`src/rtl/bpbc_map.svh`:
```
// Constant map of the blanking, power-save and brightness control block.
// Assumes it is included by bare name from the design file.
`ifndef BPBC_MAP_SVH
`define BPBC_MAP_SVH

// Reset images of the global control and blanking-source control bytes.
`define BPBC_GCTL_RST     8'h00
`define BPBC_VCFG_RST     8'h04

// Global control byte: field positions.
`define BPBC_GCTL_BLANK   0
`define BPBC_GCTL_OFF     1
`define BPBC_GCTL_HALF    3
`define BPBC_GCTL_ADD     4

// Blanking-source control byte: field positions.
`define BPBC_VCFG_OOR     0
`define BPBC_VCFG_VBLEN   1
`define BPBC_VCFG_SCSEL   2
`define BPBC_VCFG_CLMP    3

// Reset values of the contrast and converter codes.
`define BPBC_CONTRAST_RST 7'h60
`define BPBC_CONV_RST     8'h80

`endif

```
`src/rtl/bpbc_pkg.sv`:
```
// Types shared by the blanking, power-save and brightness control block.
// Assumes nothing of its surroundings; holds types only.
package bpbc_pkg;

    // Decoded global control byte.
    typedef struct packed {
        logic half_range;   // Bias converters limited to half range.
        logic add_bright;   // Half of brightness added to each bias converter.
        logic out_off;      // Video output stage switched off.
        logic blank_all;    // Video fully blanked.
    } bpbc_gctl_t;

    // Decoded blanking-source control byte.
    typedef struct packed {
        logic clmp;         // Clamp option bit, stored only.
        logic sc_sel;       // One: sandcastle on clamp pin; zero: logic pulse.
        logic vbl_en;       // Vertical blanking enable.
        logic oor;          // Low option bit, stored only.
    } bpbc_vcfg_t;

    // Vertical retrace tracker.
    typedef enum logic [0:0] {
        BPBC_SCAN    = 1'b0,
        BPBC_RETRACE = 1'b1
    } bpbc_state_t;

endpackage

```
`src/rtl/bpbc_ctrl.sv`:
```
// Control decode for a video pre-amplifier: blanking source, power save,
// brightness mixing into the bias converters and retrace-aligned updates.
// Assumes host bytes arrive as single-cycle write strobes synchronous to clk_sys.
//
// Overview of operation
// (RL1) Select bit low: blanking from shared pin
// (RL2) Select bit high: sandcastle on clamp pin
// (RL3) Host sets blanking enable with sandcastle mode
// (RL4) Sandcastle mode: brightness drives shared pin too
// (RL5) Global bit 0 blanks video completely
// (RL6) Global bit 1 switches output stage off
// (RL7) Host sets both bits for deepest save
// (RL8) Global bit 3 halves bias converter range
// (RL9) Global bit 4 adds half brightness
// (RL10) Host sets bits 3 and 4 together
// (RL11) Three bias plus one brightness converter
// (RL12) Vertical blanking ORed with horizontal blanking
// (RL13) Contrast, brightness writes wait for retrace; code applies them at once while vbl_en is low
// (RL14) Mode bits registered, reset to defaults
`timescale 1ns/1ns
`include "bpbc_map.svh"

module bpbc_ctrl #(
    parameter int CONV_W = 8,    // Converter code width.
    parameter int CON_W  = 7     // Contrast code width.
) (
    // Clock, reset and clock enable.
    input  wire logic                 clk_sys,
    input  wire logic                 srst,
    input  wire logic                 clk_en,
    // Host configuration writes.
    input  wire logic                 gctl_wr,
    input  wire logic [7:0]           gctl_data,
    input  wire logic                 vcfg_wr,
    input  wire logic [7:0]           vcfg_data,
    input  wire logic                 contrast_wr,
    input  wire logic [CON_W-1:0]     contrast_data,
    input  wire logic                 bright_wr,
    input  wire logic [CONV_W-1:0]    bright_data,
    input  wire logic [2:0]           bias_wr,
    input  wire logic [CONV_W-1:0]    bias_data,
    // Timing inputs.
    input  wire logic                 hblank_in,
    input  wire logic                 shared_pin_in,
    input  wire logic                 clamp_vlvl,
    // Video control outputs.
    output logic                      blank_out,
    output logic                      vblank_out,
    output logic                      out_stage_off,
    output logic [CON_W-1:0]          contrast_out,
    // Converter outputs.
    output logic [CONV_W-1:0]         bright_out,
    output logic                      shared_pin_oe,
    output logic [CONV_W-1:0]         shared_pin_o,
    output logic [2:0][CONV_W-1:0]    bias_out,
    // Decoded configuration, for status.
    output bpbc_pkg::bpbc_gctl_t      gctl_out,
    output bpbc_pkg::bpbc_vcfg_t      vcfg_out
);

    ////////////////////////////////////////////////////////////////////////////
    // Elaboration checks and decode functions.

    // The mixer halves codes, so a converter narrower than two bits is useless.
    if (CONV_W < 2 || CON_W < 2) begin : g_bad_width
        $error("bpbc_ctrl: code widths must be at least two bits.");
    end

    // Unpacks a global control byte into its fields.
    function automatic bpbc_pkg::bpbc_gctl_t dec_gctl(input logic [7:0] b);
        bpbc_pkg::bpbc_gctl_t g;
        g.half_range = b[`BPBC_GCTL_HALF];
        g.add_bright = b[`BPBC_GCTL_ADD];
        g.out_off    = b[`BPBC_GCTL_OFF];
        g.blank_all  = b[`BPBC_GCTL_BLANK];
        return g;
    endfunction

    // Unpacks a blanking-source control byte into its fields.
    function automatic bpbc_pkg::bpbc_vcfg_t dec_vcfg(input logic [7:0] b);
        bpbc_pkg::bpbc_vcfg_t v;
        v.clmp   = b[`BPBC_VCFG_CLMP];
        v.sc_sel = b[`BPBC_VCFG_SCSEL];
        v.vbl_en = b[`BPBC_VCFG_VBLEN];
        v.oor    = b[`BPBC_VCFG_OOR];
        return v;
    endfunction

    // Bias mixing: optional half range, optional half brightness added.
    // Saturates instead of wrapping, since a wrap would flash the screen dark.
    function automatic logic [CONV_W-1:0] bias_mix(input logic [CONV_W-1:0] code,
                                                   input logic [CONV_W-1:0] brt,
                                                   input logic half, input logic add);
        logic [CONV_W:0] sum;
        sum = {1'b0, half ? (code >> 1) : code} + {1'b0, add ? (brt >> 1) : {CONV_W{1'b0}}};
        return sum[CONV_W] ? '1 : sum[CONV_W-1:0];
    endfunction

    ////////////////////////////////////////////////////////////////////////////
    // Configuration and code registers.

    bpbc_pkg::bpbc_gctl_t     gctl_reg,  gctl_next;    // Global control.
    bpbc_pkg::bpbc_vcfg_t     vcfg_reg,  vcfg_next;    // Blanking source control.
    logic [CON_W-1:0]         con_reg,   con_next;     // Applied contrast.
    logic [CON_W-1:0]         conp_reg,  conp_next;    // Held contrast write.
    logic                     conf_reg,  conf_next;    // Contrast write pending.
    logic [CONV_W-1:0]        brt_reg,   brt_next;     // Applied brightness.
    logic [CONV_W-1:0]        brtp_reg,  brtp_next;    // Held brightness write.
    logic                     brtf_reg,  brtf_next;    // Brightness write pending.
    logic [2:0][CONV_W-1:0]   bias_reg,  bias_next;    // Bias converter codes.
    bpbc_pkg::bpbc_state_t    st_reg,    st_next;      // Retrace tracker.
    logic                     vsrc;                    // Selected vertical source.
    logic                     vb_act;                  // Vertical blanking active.
    logic                     apply;                   // Updates may take effect.

    // Source selection and the update window.
    always_comb begin
        vsrc   = vcfg_reg.sc_sel ? clamp_vlvl : shared_pin_in; // RL1 RL2
        // Sandcastle detection is only sound with the enable set by the host.
        vb_act = vcfg_reg.vbl_en & vsrc;                       // RL3
        // Without vertical blanking, writes land at once; else only in retrace.
        apply  = ~vcfg_reg.vbl_en | vb_act;                    // RL13
    end

    // Next values of configuration, held writes and the retrace tracker.
    always_comb begin
        gctl_next = gctl_reg;
        vcfg_next = vcfg_reg;
        con_next  = con_reg;
        conp_next = conp_reg;
        conf_next = conf_reg;
        brt_next  = brt_reg;
        brtp_next = brtp_reg;
        brtf_next = brtf_reg;
        bias_next = bias_reg;
        st_next   = vb_act ? bpbc_pkg::BPBC_RETRACE : bpbc_pkg::BPBC_SCAN;
        if (gctl_wr) begin
            gctl_next = dec_gctl(gctl_data);                   // RL14
        end
        if (vcfg_wr) begin
            vcfg_next = dec_vcfg(vcfg_data);                   // RL14
        end
        for (int i = 0; i < 3; i++) begin
            if (bias_wr[i]) begin
                bias_next[i] = bias_data;                      // RL11
            end
        end
        // A new write always replaces a held one; it is dropped only on a cycle with srst high or clk_en low.
        if (contrast_wr) begin
            conp_next = contrast_data;
            conf_next = 1'b1;
        end
        if (bright_wr) begin
            brtp_next = bright_data;
            brtf_next = 1'b1;
        end
        // Within the window, the newest value takes effect and the hold clears.
        if (apply) begin
            if (contrast_wr || conf_reg) begin
                con_next = contrast_wr ? contrast_data : conp_reg; // RL13
            end
            if (bright_wr || brtf_reg) begin
                brt_next = bright_wr ? bright_data : brtp_reg;     // RL13
            end
            conf_next = 1'b0;
            brtf_next = 1'b0;
        end
    end

    // Registers; reset wins over the clock enable.
    always_ff @(posedge clk_sys) begin
        if (srst) begin
            gctl_reg <= dec_gctl(`BPBC_GCTL_RST);              // RL14
            vcfg_reg <= dec_vcfg(`BPBC_VCFG_RST);              // RL14
            con_reg  <= `BPBC_CONTRAST_RST;
            conp_reg <= `BPBC_CONTRAST_RST;
            conf_reg <= 1'b0;
            brt_reg  <= `BPBC_CONV_RST;
            brtp_reg <= `BPBC_CONV_RST;
            brtf_reg <= 1'b0;
            bias_reg <= {3{`BPBC_CONV_RST}};
            st_reg   <= bpbc_pkg::BPBC_SCAN;
        end else if (clk_en) begin
            gctl_reg <= gctl_next;
            vcfg_reg <= vcfg_next;
            con_reg  <= con_next;
            conp_reg <= conp_next;
            conf_reg <= conf_next;
            brt_reg  <= brt_next;
            brtp_reg <= brtp_next;
            brtf_reg <= brtf_next;
            bias_reg <= bias_next;
            st_reg   <= st_next;
        end
    end

    ////////////////////////////////////////////////////////////////////////////
    // Output stage: every output is a flip-flop, one cycle behind its source.

    logic [2:0][CONV_W-1:0]   bias_mix_next;               // Mixed bias codes.

    // One mixer per bias converter.
    for (genvar g = 0; g < 3; g++) begin : g_mix
        assign bias_mix_next[g] = bias_mix(bias_reg[g], brt_reg,
                                           gctl_reg.half_range,   // RL8
                                           gctl_reg.add_bright);  // RL9
    end

    // Registers the outputs; power-save blanking only forces blank_out high.
    always_ff @(posedge clk_sys) begin
        if (srst) begin
            blank_out     <= 1'b0;
            vblank_out    <= 1'b0;
            out_stage_off <= 1'b0;
            contrast_out  <= `BPBC_CONTRAST_RST;
            bright_out    <= `BPBC_CONV_RST;
            shared_pin_oe <= 1'b0;
            shared_pin_o  <= `BPBC_CONV_RST;
            bias_out      <= {3{`BPBC_CONV_RST}};
            gctl_out      <= dec_gctl(`BPBC_GCTL_RST);
            vcfg_out      <= dec_vcfg(`BPBC_VCFG_RST);
        end else if (clk_en) begin
            blank_out     <= gctl_reg.blank_all | hblank_in | vb_act; // RL5 RL12
            vblank_out    <= vb_act;                                  // RL12
            out_stage_off <= gctl_reg.out_off;                        // RL6
            contrast_out  <= con_reg;
            bright_out    <= brt_reg;                                 // RL11
            // The shared pin is an input in logic-pulse mode, so it is not driven.
            shared_pin_oe <= vcfg_reg.sc_sel;                         // RL1 RL4
            shared_pin_o  <= brt_reg;                                 // RL4
            bias_out      <= bias_mix_next;                           // RL8 RL9 RL11
            gctl_out      <= gctl_reg;
            vcfg_out      <= vcfg_reg;
        end
    end

    ////////////////////////////////////////////////////////////////////////////
    // Assertions and covers.

    a_pin_blank_src: assert property (@(posedge clk_sys) disable iff (srst) // RL1
        clk_en && !vcfg_reg.sc_sel && vcfg_reg.vbl_en && shared_pin_in |=> vblank_out)
        else $error("Shared-pin pulse did not raise vertical blanking.");

    a_sc_blank_src: assert property (@(posedge clk_sys) disable iff (srst) // RL2
        clk_en && vcfg_reg.sc_sel && vcfg_reg.vbl_en |=> vblank_out == $past(clamp_vlvl))
        else $error("Sandcastle source did not steer vertical blanking.");

    a_shared_drive: assert property (@(posedge clk_sys) disable iff (srst) // RL4
        clk_en |=> shared_pin_oe == $past(vcfg_reg.sc_sel)
                   && shared_pin_o == $past(brt_reg))
        else $error("Shared pin drive does not follow the source select.");

    a_power_blank: assert property (@(posedge clk_sys) disable iff (srst) // RL5
        clk_en && gctl_reg.blank_all |=> blank_out)
        else $error("Power-save blanking did not blank the video.");

    a_stage_off: assert property (@(posedge clk_sys) disable iff (srst) // RL6
        clk_en |=> out_stage_off == $past(gctl_reg.out_off))
        else $error("Output stage state does not follow global control.");

    a_half_range: assert property (@(posedge clk_sys) disable iff (srst) // RL8
        clk_en && gctl_reg.half_range && !gctl_reg.add_bright
        |=> bias_out[0] == ($past(bias_reg[0]) >> 1))
        else $error("Bias converter range was not halved.");

    a_add_bright: assert property (@(posedge clk_sys) disable iff (srst) // RL9
        clk_en && gctl_reg.add_bright && gctl_reg.half_range
        |=> bias_out[2] == ($past(bias_reg[2]) >> 1) + ($past(brt_reg) >> 1))
        else $error("Half brightness was not added to the bias converter.");

    a_hblank_or: assert property (@(posedge clk_sys) disable iff (srst) // RL12
        clk_en && hblank_in |=> blank_out)
        else $error("Horizontal blanking did not blank the video.");

    a_hold_write: assert property (@(posedge clk_sys) disable iff (srst) // RL13
        clk_en && vcfg_reg.vbl_en && !vb_act && bright_wr ##1 clk_en
        |=> bright_out == $past(bright_out))
        else $error("Brightness write took effect outside vertical retrace.");

    a_reset_dflt: assert property (@(posedge clk_sys) // RL14
        srst |=> vcfg_reg == dec_vcfg(`BPBC_VCFG_RST) && gctl_reg == dec_gctl(`BPBC_GCTL_RST))
        else $error("Mode bits did not return to their defaults.");

    c_sandcastle: cover property (@(posedge clk_sys) disable iff (srst)
        vcfg_reg.sc_sel && vb_act ##1 vblank_out);
    c_held_apply: cover property (@(posedge clk_sys) disable iff (srst)
        brtf_reg && vb_act && clk_en);
    c_cathode: cover property (@(posedge clk_sys) disable iff (srst)
        gctl_reg.half_range && gctl_reg.add_bright && clk_en);
    c_deep_save: cover property (@(posedge clk_sys) disable iff (srst)
        gctl_reg.blank_all && gctl_reg.out_off);
    c_retrace_in: cover property (@(posedge clk_sys) disable iff (srst)
        st_reg == bpbc_pkg::BPBC_SCAN && vb_act && clk_en);

endmodule

```
`config.mk`:
```
export PLATFORM = sky130hd
export DESIGN_NAME = bpbc_ctrl
export DESIGN_NICKNAME = d
export VERILOG_FILES = /design/src/rtl/bpbc_pkg.sv /design/src/rtl/bpbc_ctrl.sv
export VERILOG_INCLUDE_DIRS = /design/src /design/src/rtl
export SDC_FILE = /design/constraint.sdc
export NUM_CORES = 1
export LEC_CHECK = 0
export BUFFER_PORTS_ARGS = -buffer_cell sky130_fd_sc_hd__buf_2
export CELL_PAD_IN_SITES_DETAIL_PLACEMENT = 0
export CELL_PAD_IN_SITES_GLOBAL_PLACEMENT = 2
export CORE_AREA = 5 5 176 110
export DETAILED_ROUTE_END_ITERATION = 7
export DIE_AREA = 0 0 181 115
export PLACE_DENSITY_LB_ADDON = 0.2
export SYNTH_ARGS = -nofsm -noshare
export SYNTH_HDL_FRONTEND = slang
export SYNTH_SLANG_ARGS = --single-unit
```
`constraint.sdc`:
```
create_clock -name clk_sys -period 3.4 [get_ports clk_sys]
set_input_delay 0.68 -clock clk_sys [delete_from_list [all_inputs] [get_ports clk_sys]]
set_output_delay 0.68 -clock clk_sys [all_outputs]
set_load 0.01 [all_outputs]
```
* Word-level counts from Yosys, hierarchy flattened
Cells that the tools add are included.
** Cells by class
- Add/subtract/negate cells :: 3
- Multiplexer cells :: 14
- Bitwise operators :: 5
- Reduce and logical (&&, ||, !) cells :: 13
** Operators with widths (number)
- 8-bit 2-to-1 mux :: 7
- 8-bit by 8-bit adder with 9-bit output :: 2
- 7-bit 2-to-1 mux :: 2
- 2-bit AND reduction :: 7
- 8-bit by 7-bit adder with 9-bit output :: 1
- 3-bit AND reduction :: 2
- 1-bit 2-to-1 mux :: 5
- 2-bit nonzero test :: 2
- 1-bit OR :: 3
- 1-bit logical OR :: 2
- 1-bit AND :: 1
- 1-bit inverter :: 1
** Storage, ports and cells
- Register bits :: 114
- Bits of input ports :: 52
- Output and inout port bits :: 59

* Depth between registers and ports, before layout
- Depth in word-level cells :: 5
- Mapped depth :: 11
- Depth with buffers taken out :: 8

* Worst setup path before layout
OpenSTA, ideal clock, no wires.
- Kind :: reg2reg
- Start point :: register gctl_reg[3] (netlist bit)
- End point :: register bias_out[11] (netlist bit)
- Library setup time :: 0.143 ns
- Data arrival time :: 2.630 ns
- Data required time :: 3.257 ns
- Slack :: 0.627 ns
- Stages on the path, launching flop included :: 12
- Cell sequence :: dfxtp_1 buf_6 buf_6 clkbuf_1 mux2_2 ha_1 ha_1 o21ba_2 nand2b_1 o211ai_2 a41oi_2 a211oi_1
** On the way
- Longest elaborated chain between the ends :: 3
** RTL lines
- from (decl) :: RTL line bpbc_ctrl.sv:102 : bpbc_pkg::bpbc_gctl_t gctl_reg, gctl_next;
- from (signal assigned) :: RTL line bpbc_ctrl.sv:173 : gctl_reg <= dec_gctl(`BPBC_GCTL_RST);
- from (signal assigned) :: RTL line bpbc_ctrl.sv:184 : gctl_reg <= gctl_next;
- 8-bit 2-to-1 mux :: RTL line bpbc_ctrl.sv:95 : sum = {1'b0, half ? (code >> 1) : code} + {1'b0, add ? (brt >> 1) : {CONV_W{1'b0}}};
- 8-bit by 8-bit adder with 9-bit output :: RTL line bpbc_ctrl.sv:95
- 8-bit 2-to-1 mux :: RTL line bpbc_ctrl.sv:96 : return sum[CONV_W] ? '1 : sum[CONV_W-1:0];
- to (signal assigned) :: RTL line bpbc_ctrl.sv:219 : bias_out <= {3{`BPBC_CONV_RST}};
- to (signal assigned) :: RTL line bpbc_ctrl.sv:231 : bias_out <= bias_mix_next;
- to (decl) :: RTL line bpbc_ctrl.sv:55 : output logic [2:0][CONV_W-1:0] bias_out,
No other way between the ends.
A chain may end at the register's enable or synchronous reset.

* Worst setup path after layout
- Start point :: register gctl_reg[3] (netlist bit)
- End point :: register bias_out[8] (netlist bit)
The elaborated chain is that of the path after synthesis.

==> results.md <==
* Die X at 181 microns
* Cell count of the worst reg-to-reg path at 9
* Worst Tran Pin Value at 0.6460 ns
* Commonest non-fill, non-tap cell in the layout: dfxtp_1
* DRC at 0
* Worst-path maximum fanout at 20
* Number of global-route vias before repair at 4644
* DIE AREA at 20820 sq um
* Gate power share at 11.1%
* Share of layout cells above drive strength 1 at 23.85%
* Internal cell power at 0.002677 W
* Skew-Pair Late Insertion Delay at 0.41 ns
* DRT iter0 DRCs at 301
* Crit-path cells: buf_12, mux2i_1, xnor2_1, ha_1, o21ba_2, nand2b_1, o211ai_2, a41oi_2, a211oi_1
* CP max stage delay at 0.65 ns
* Max Cap Viol at 0
* Number of flops mapped to enable cells by yosys at 0
* Nets at 792
* Tmin final at 2.906 ns
* Setup violators final at 0
* Htree depth at 4
* Clock transition at path regs at 0.07 ns
* Worst hold path stage count at 2
* Crit path DAT at 3.24 ns
* Worst vdd ir at 0.0002606 V
* Mapped Nets at 714
* RSZ-0062 raised after global routing: no
* Worst r2r src: gctl_reg[3]
* Max clock buf depth at 2
* Worst R2R Setup Slack at 0.49 ns
* Vias per inst at 4.890
* Post-synthesis sequential area ratio at 40.13%
* Power Dens Cells at 533.4 nW/um^2
* Final Skew at 0.009681 ns
* Sink Count at 114
* CTS buffer count at 17
* Synthesized instance count at 647
* RD Place Congestion at 0.7923
* Worst Hold End: brtp_reg[5]
* Slowest-stage cell, CP: dfxtp_1
* Setup TNS at 0 ns
* Finished Core Util at 39.24%
* Core footprint at 17640 sq um
* Tcrit/Tclk final at 85.47%
* Most frequent cells in the layout: dfxtp_1 (114), buf_2 (100), nand2_1 (80), nor2_1 (67), a21oi_1 (51)
* I/O pin total at 111
* Chip height at 115 microns
* Antenna violations before repair at 0
* Status: complete, no violations
* CTS Hold Buffers Added at 0
* Post-CTS setup repair buffer count at 0
* RR Endpoint: bias_out[8]
* Gr ovfl total at 0
* Psw at 0.001015 W
* Total Routing Usage GR at 15.87%
* Avg Synthesized Cell Area at 8.789 sq um
* Ys Warns at 0
* Top FF cell, synth: dfxtp_1
* Non-Filler Instances at 978
* Worst rel slew slack at 56.94%
* IO Port Bufs at 102
* Hold Path Class: reg -> reg
* Clk network pwr share at 49.2%
* CP Capture Type: flip-flop
* Crit path required time at 3.73 ns
* Drt wl/cell at 16.85 microns
* Max-slew violations at 0
* Final ANT Viol Nets at 0
* CTS tree: built
* First-pass GRT wire length at 25.91 mm
* TritonRoute pass-1 iters at 5
* CP Launch Type: flip-flop
* Switch share at 27.49%
* Largest net degree at the start of global routing at 47
* Area Growth Syn to Fin at 21.72%
* DR vias at 4782
* # rows at 38
* # fillers at 1802
* Mapped Area at 5687 sq um
* Seq pwr share at 39.7%
* ANT cells at 0
* Post-CTS Resized at 0
* Post-DP HPWL at 12.37 mm
* Achievable Freq at 344.1 MHz
* Cells after DPL at 946
* CTS Root Cell: clkbuf_16
* Ys async rst share at 0%
* Synth Register Bits at 114
* Initial Util at 32.24%
* Worst hold start: brtp_reg[5]
* Total wire length after detailed routing at 16.48 mm
* Leak pwr at 2.919 nW
* Hold Vio Cnt, Final at 0
* Netlist cell types at 56
* CP Class: reg -> reg
[power by group through the flow]
stage / Clock (W) / Sequential, W / Combinational (W)
final: 0.00182 / 0.00146 / 0.000411
after global routing: 0.00192 / 0.00147 / 0.000455
after CTS: 0.00186 / 0.00146 / 0.000414
after detailed placement: 0 / 0.00149 / 0.000411
after global placement: 0 / 0.00149 / 0.000406
after floorplan: 0 / 0.00149 / 0.000270
[Yosys cell counts (2+ instances only)]
cell type  instances  area share [%]
a211o_1           10             1.5
a211oi_1          28             3.7
a211oi_2           8             1.8
a21boi_0           3            0.40
a21o_1             2            0.26
a21oi_1           51             4.5
a311oi_1           2            0.31
a31oi_1            4            0.44
a41oi_1            2            0.31
and2_1            10             1.1
and3_1             7            0.77
buf_1              6            0.40
buf_2              2            0.18
buf_4              9             1.2
buf_6              2            0.40
clkbuf_1          30             2.0
dfxtp_1          114              40
ha_1              15             3.3
inv_1             13            0.86
maj3_1             2            0.35
mux2_1             2            0.40
mux2_2            14             2.8
mux2i_1           40             7.0
mux2i_2            2            0.48
mux2i_4            2            0.79
nand2_1           80             5.3
nand2b_1           4            0.44
nand3_1           33             2.9
nand3b_1           3            0.40
nor2_1            67             4.4
nor2b_1           10             1.1
nor3_1             4            0.35
nor4_1             4            0.44
o211ai_1           4            0.53
o21a_1             6            0.79
o21ai_0            9            0.79
o31ai_2            2            0.44
xnor2_1           17             2.6
xor2_1             7             1.1
[cell families after synthesis]
| logic type | synth area share, % |
|---|---|
| simple gates | 17.43 |
| compound gates | 18.06 |
| flops | 40.13 |
| buf+inv | 4.994 |
| mux | 11.75 |
| xor+xnor | 3.982 |
| fa+ha+maj | 3.652 |
[routing by layer]
layer  vias to the layer above  routed length (microns)  track usage, %
met2                       106                     6064           21.00
li1                       2439                        -               -
met5                         -                        0               0
met1                      2226                     9507           25.17
met4                         0                      135           3.598
met3                        11                      776           4.142
[per-stage QoR]
stage          cell area (sq um)  total power [W]  hold WS [ns]  worst slack, ns
2_1_floorplan               5687         0.001760        0.4338           0.6268
3_3_place_gp                6325         0.001898        0.4416           0.5514
3_5_place_dp                6325         0.001905        0.4481           0.4964
4_1_cts                     6922         0.003739        0.4547           0.4825
5_1_grt                     6922         0.003848        0.4793           0.2836
6_report                    6922         0.003692        0.4548           0.4939
[final cells by class]
cell class | count | area (sq um) | share of cell area [%]
multi-input cells | 471 | 3120 | 45.08
flip-flops and latches | 114 | 2282 | 32.97
repair buffers | 108 | 573.1 | 8.279
clock buffers | 17 | 425.4 | 6.146
well taps | 240 | 300.3 | 4.338
clock inverters | 15 | 171.4 | 2.476
inverters | 13 | 48.80 | 0.7050
[worst max path at each step]
stage | from | endpoint
floorplan | gctl_reg[3] | bias_out[11]
global placement | gctl_reg[3] | bias_out[23]
detailed placement | gctl_reg[3] | bias_out[23]
CTS | gctl_reg[3] | bias_out[23]
global route | gctl_reg[3] | bias_out[16]
finish | gctl_reg[3] | bias_out[8]
[critical path: cells and delay by family (launching register included)]
family | cells | cell delay, ns
xor+xnor | 1 | 0.17
buf+inv | 1 | 0.25
fa+ha+maj | 1 | 0.15
mux | 1 | 0.42
simple gates | 1 | 0.17
flops | 1 | 0.65
compound gates | 4 | 0.99
Power figures use the tool's default switching activity.
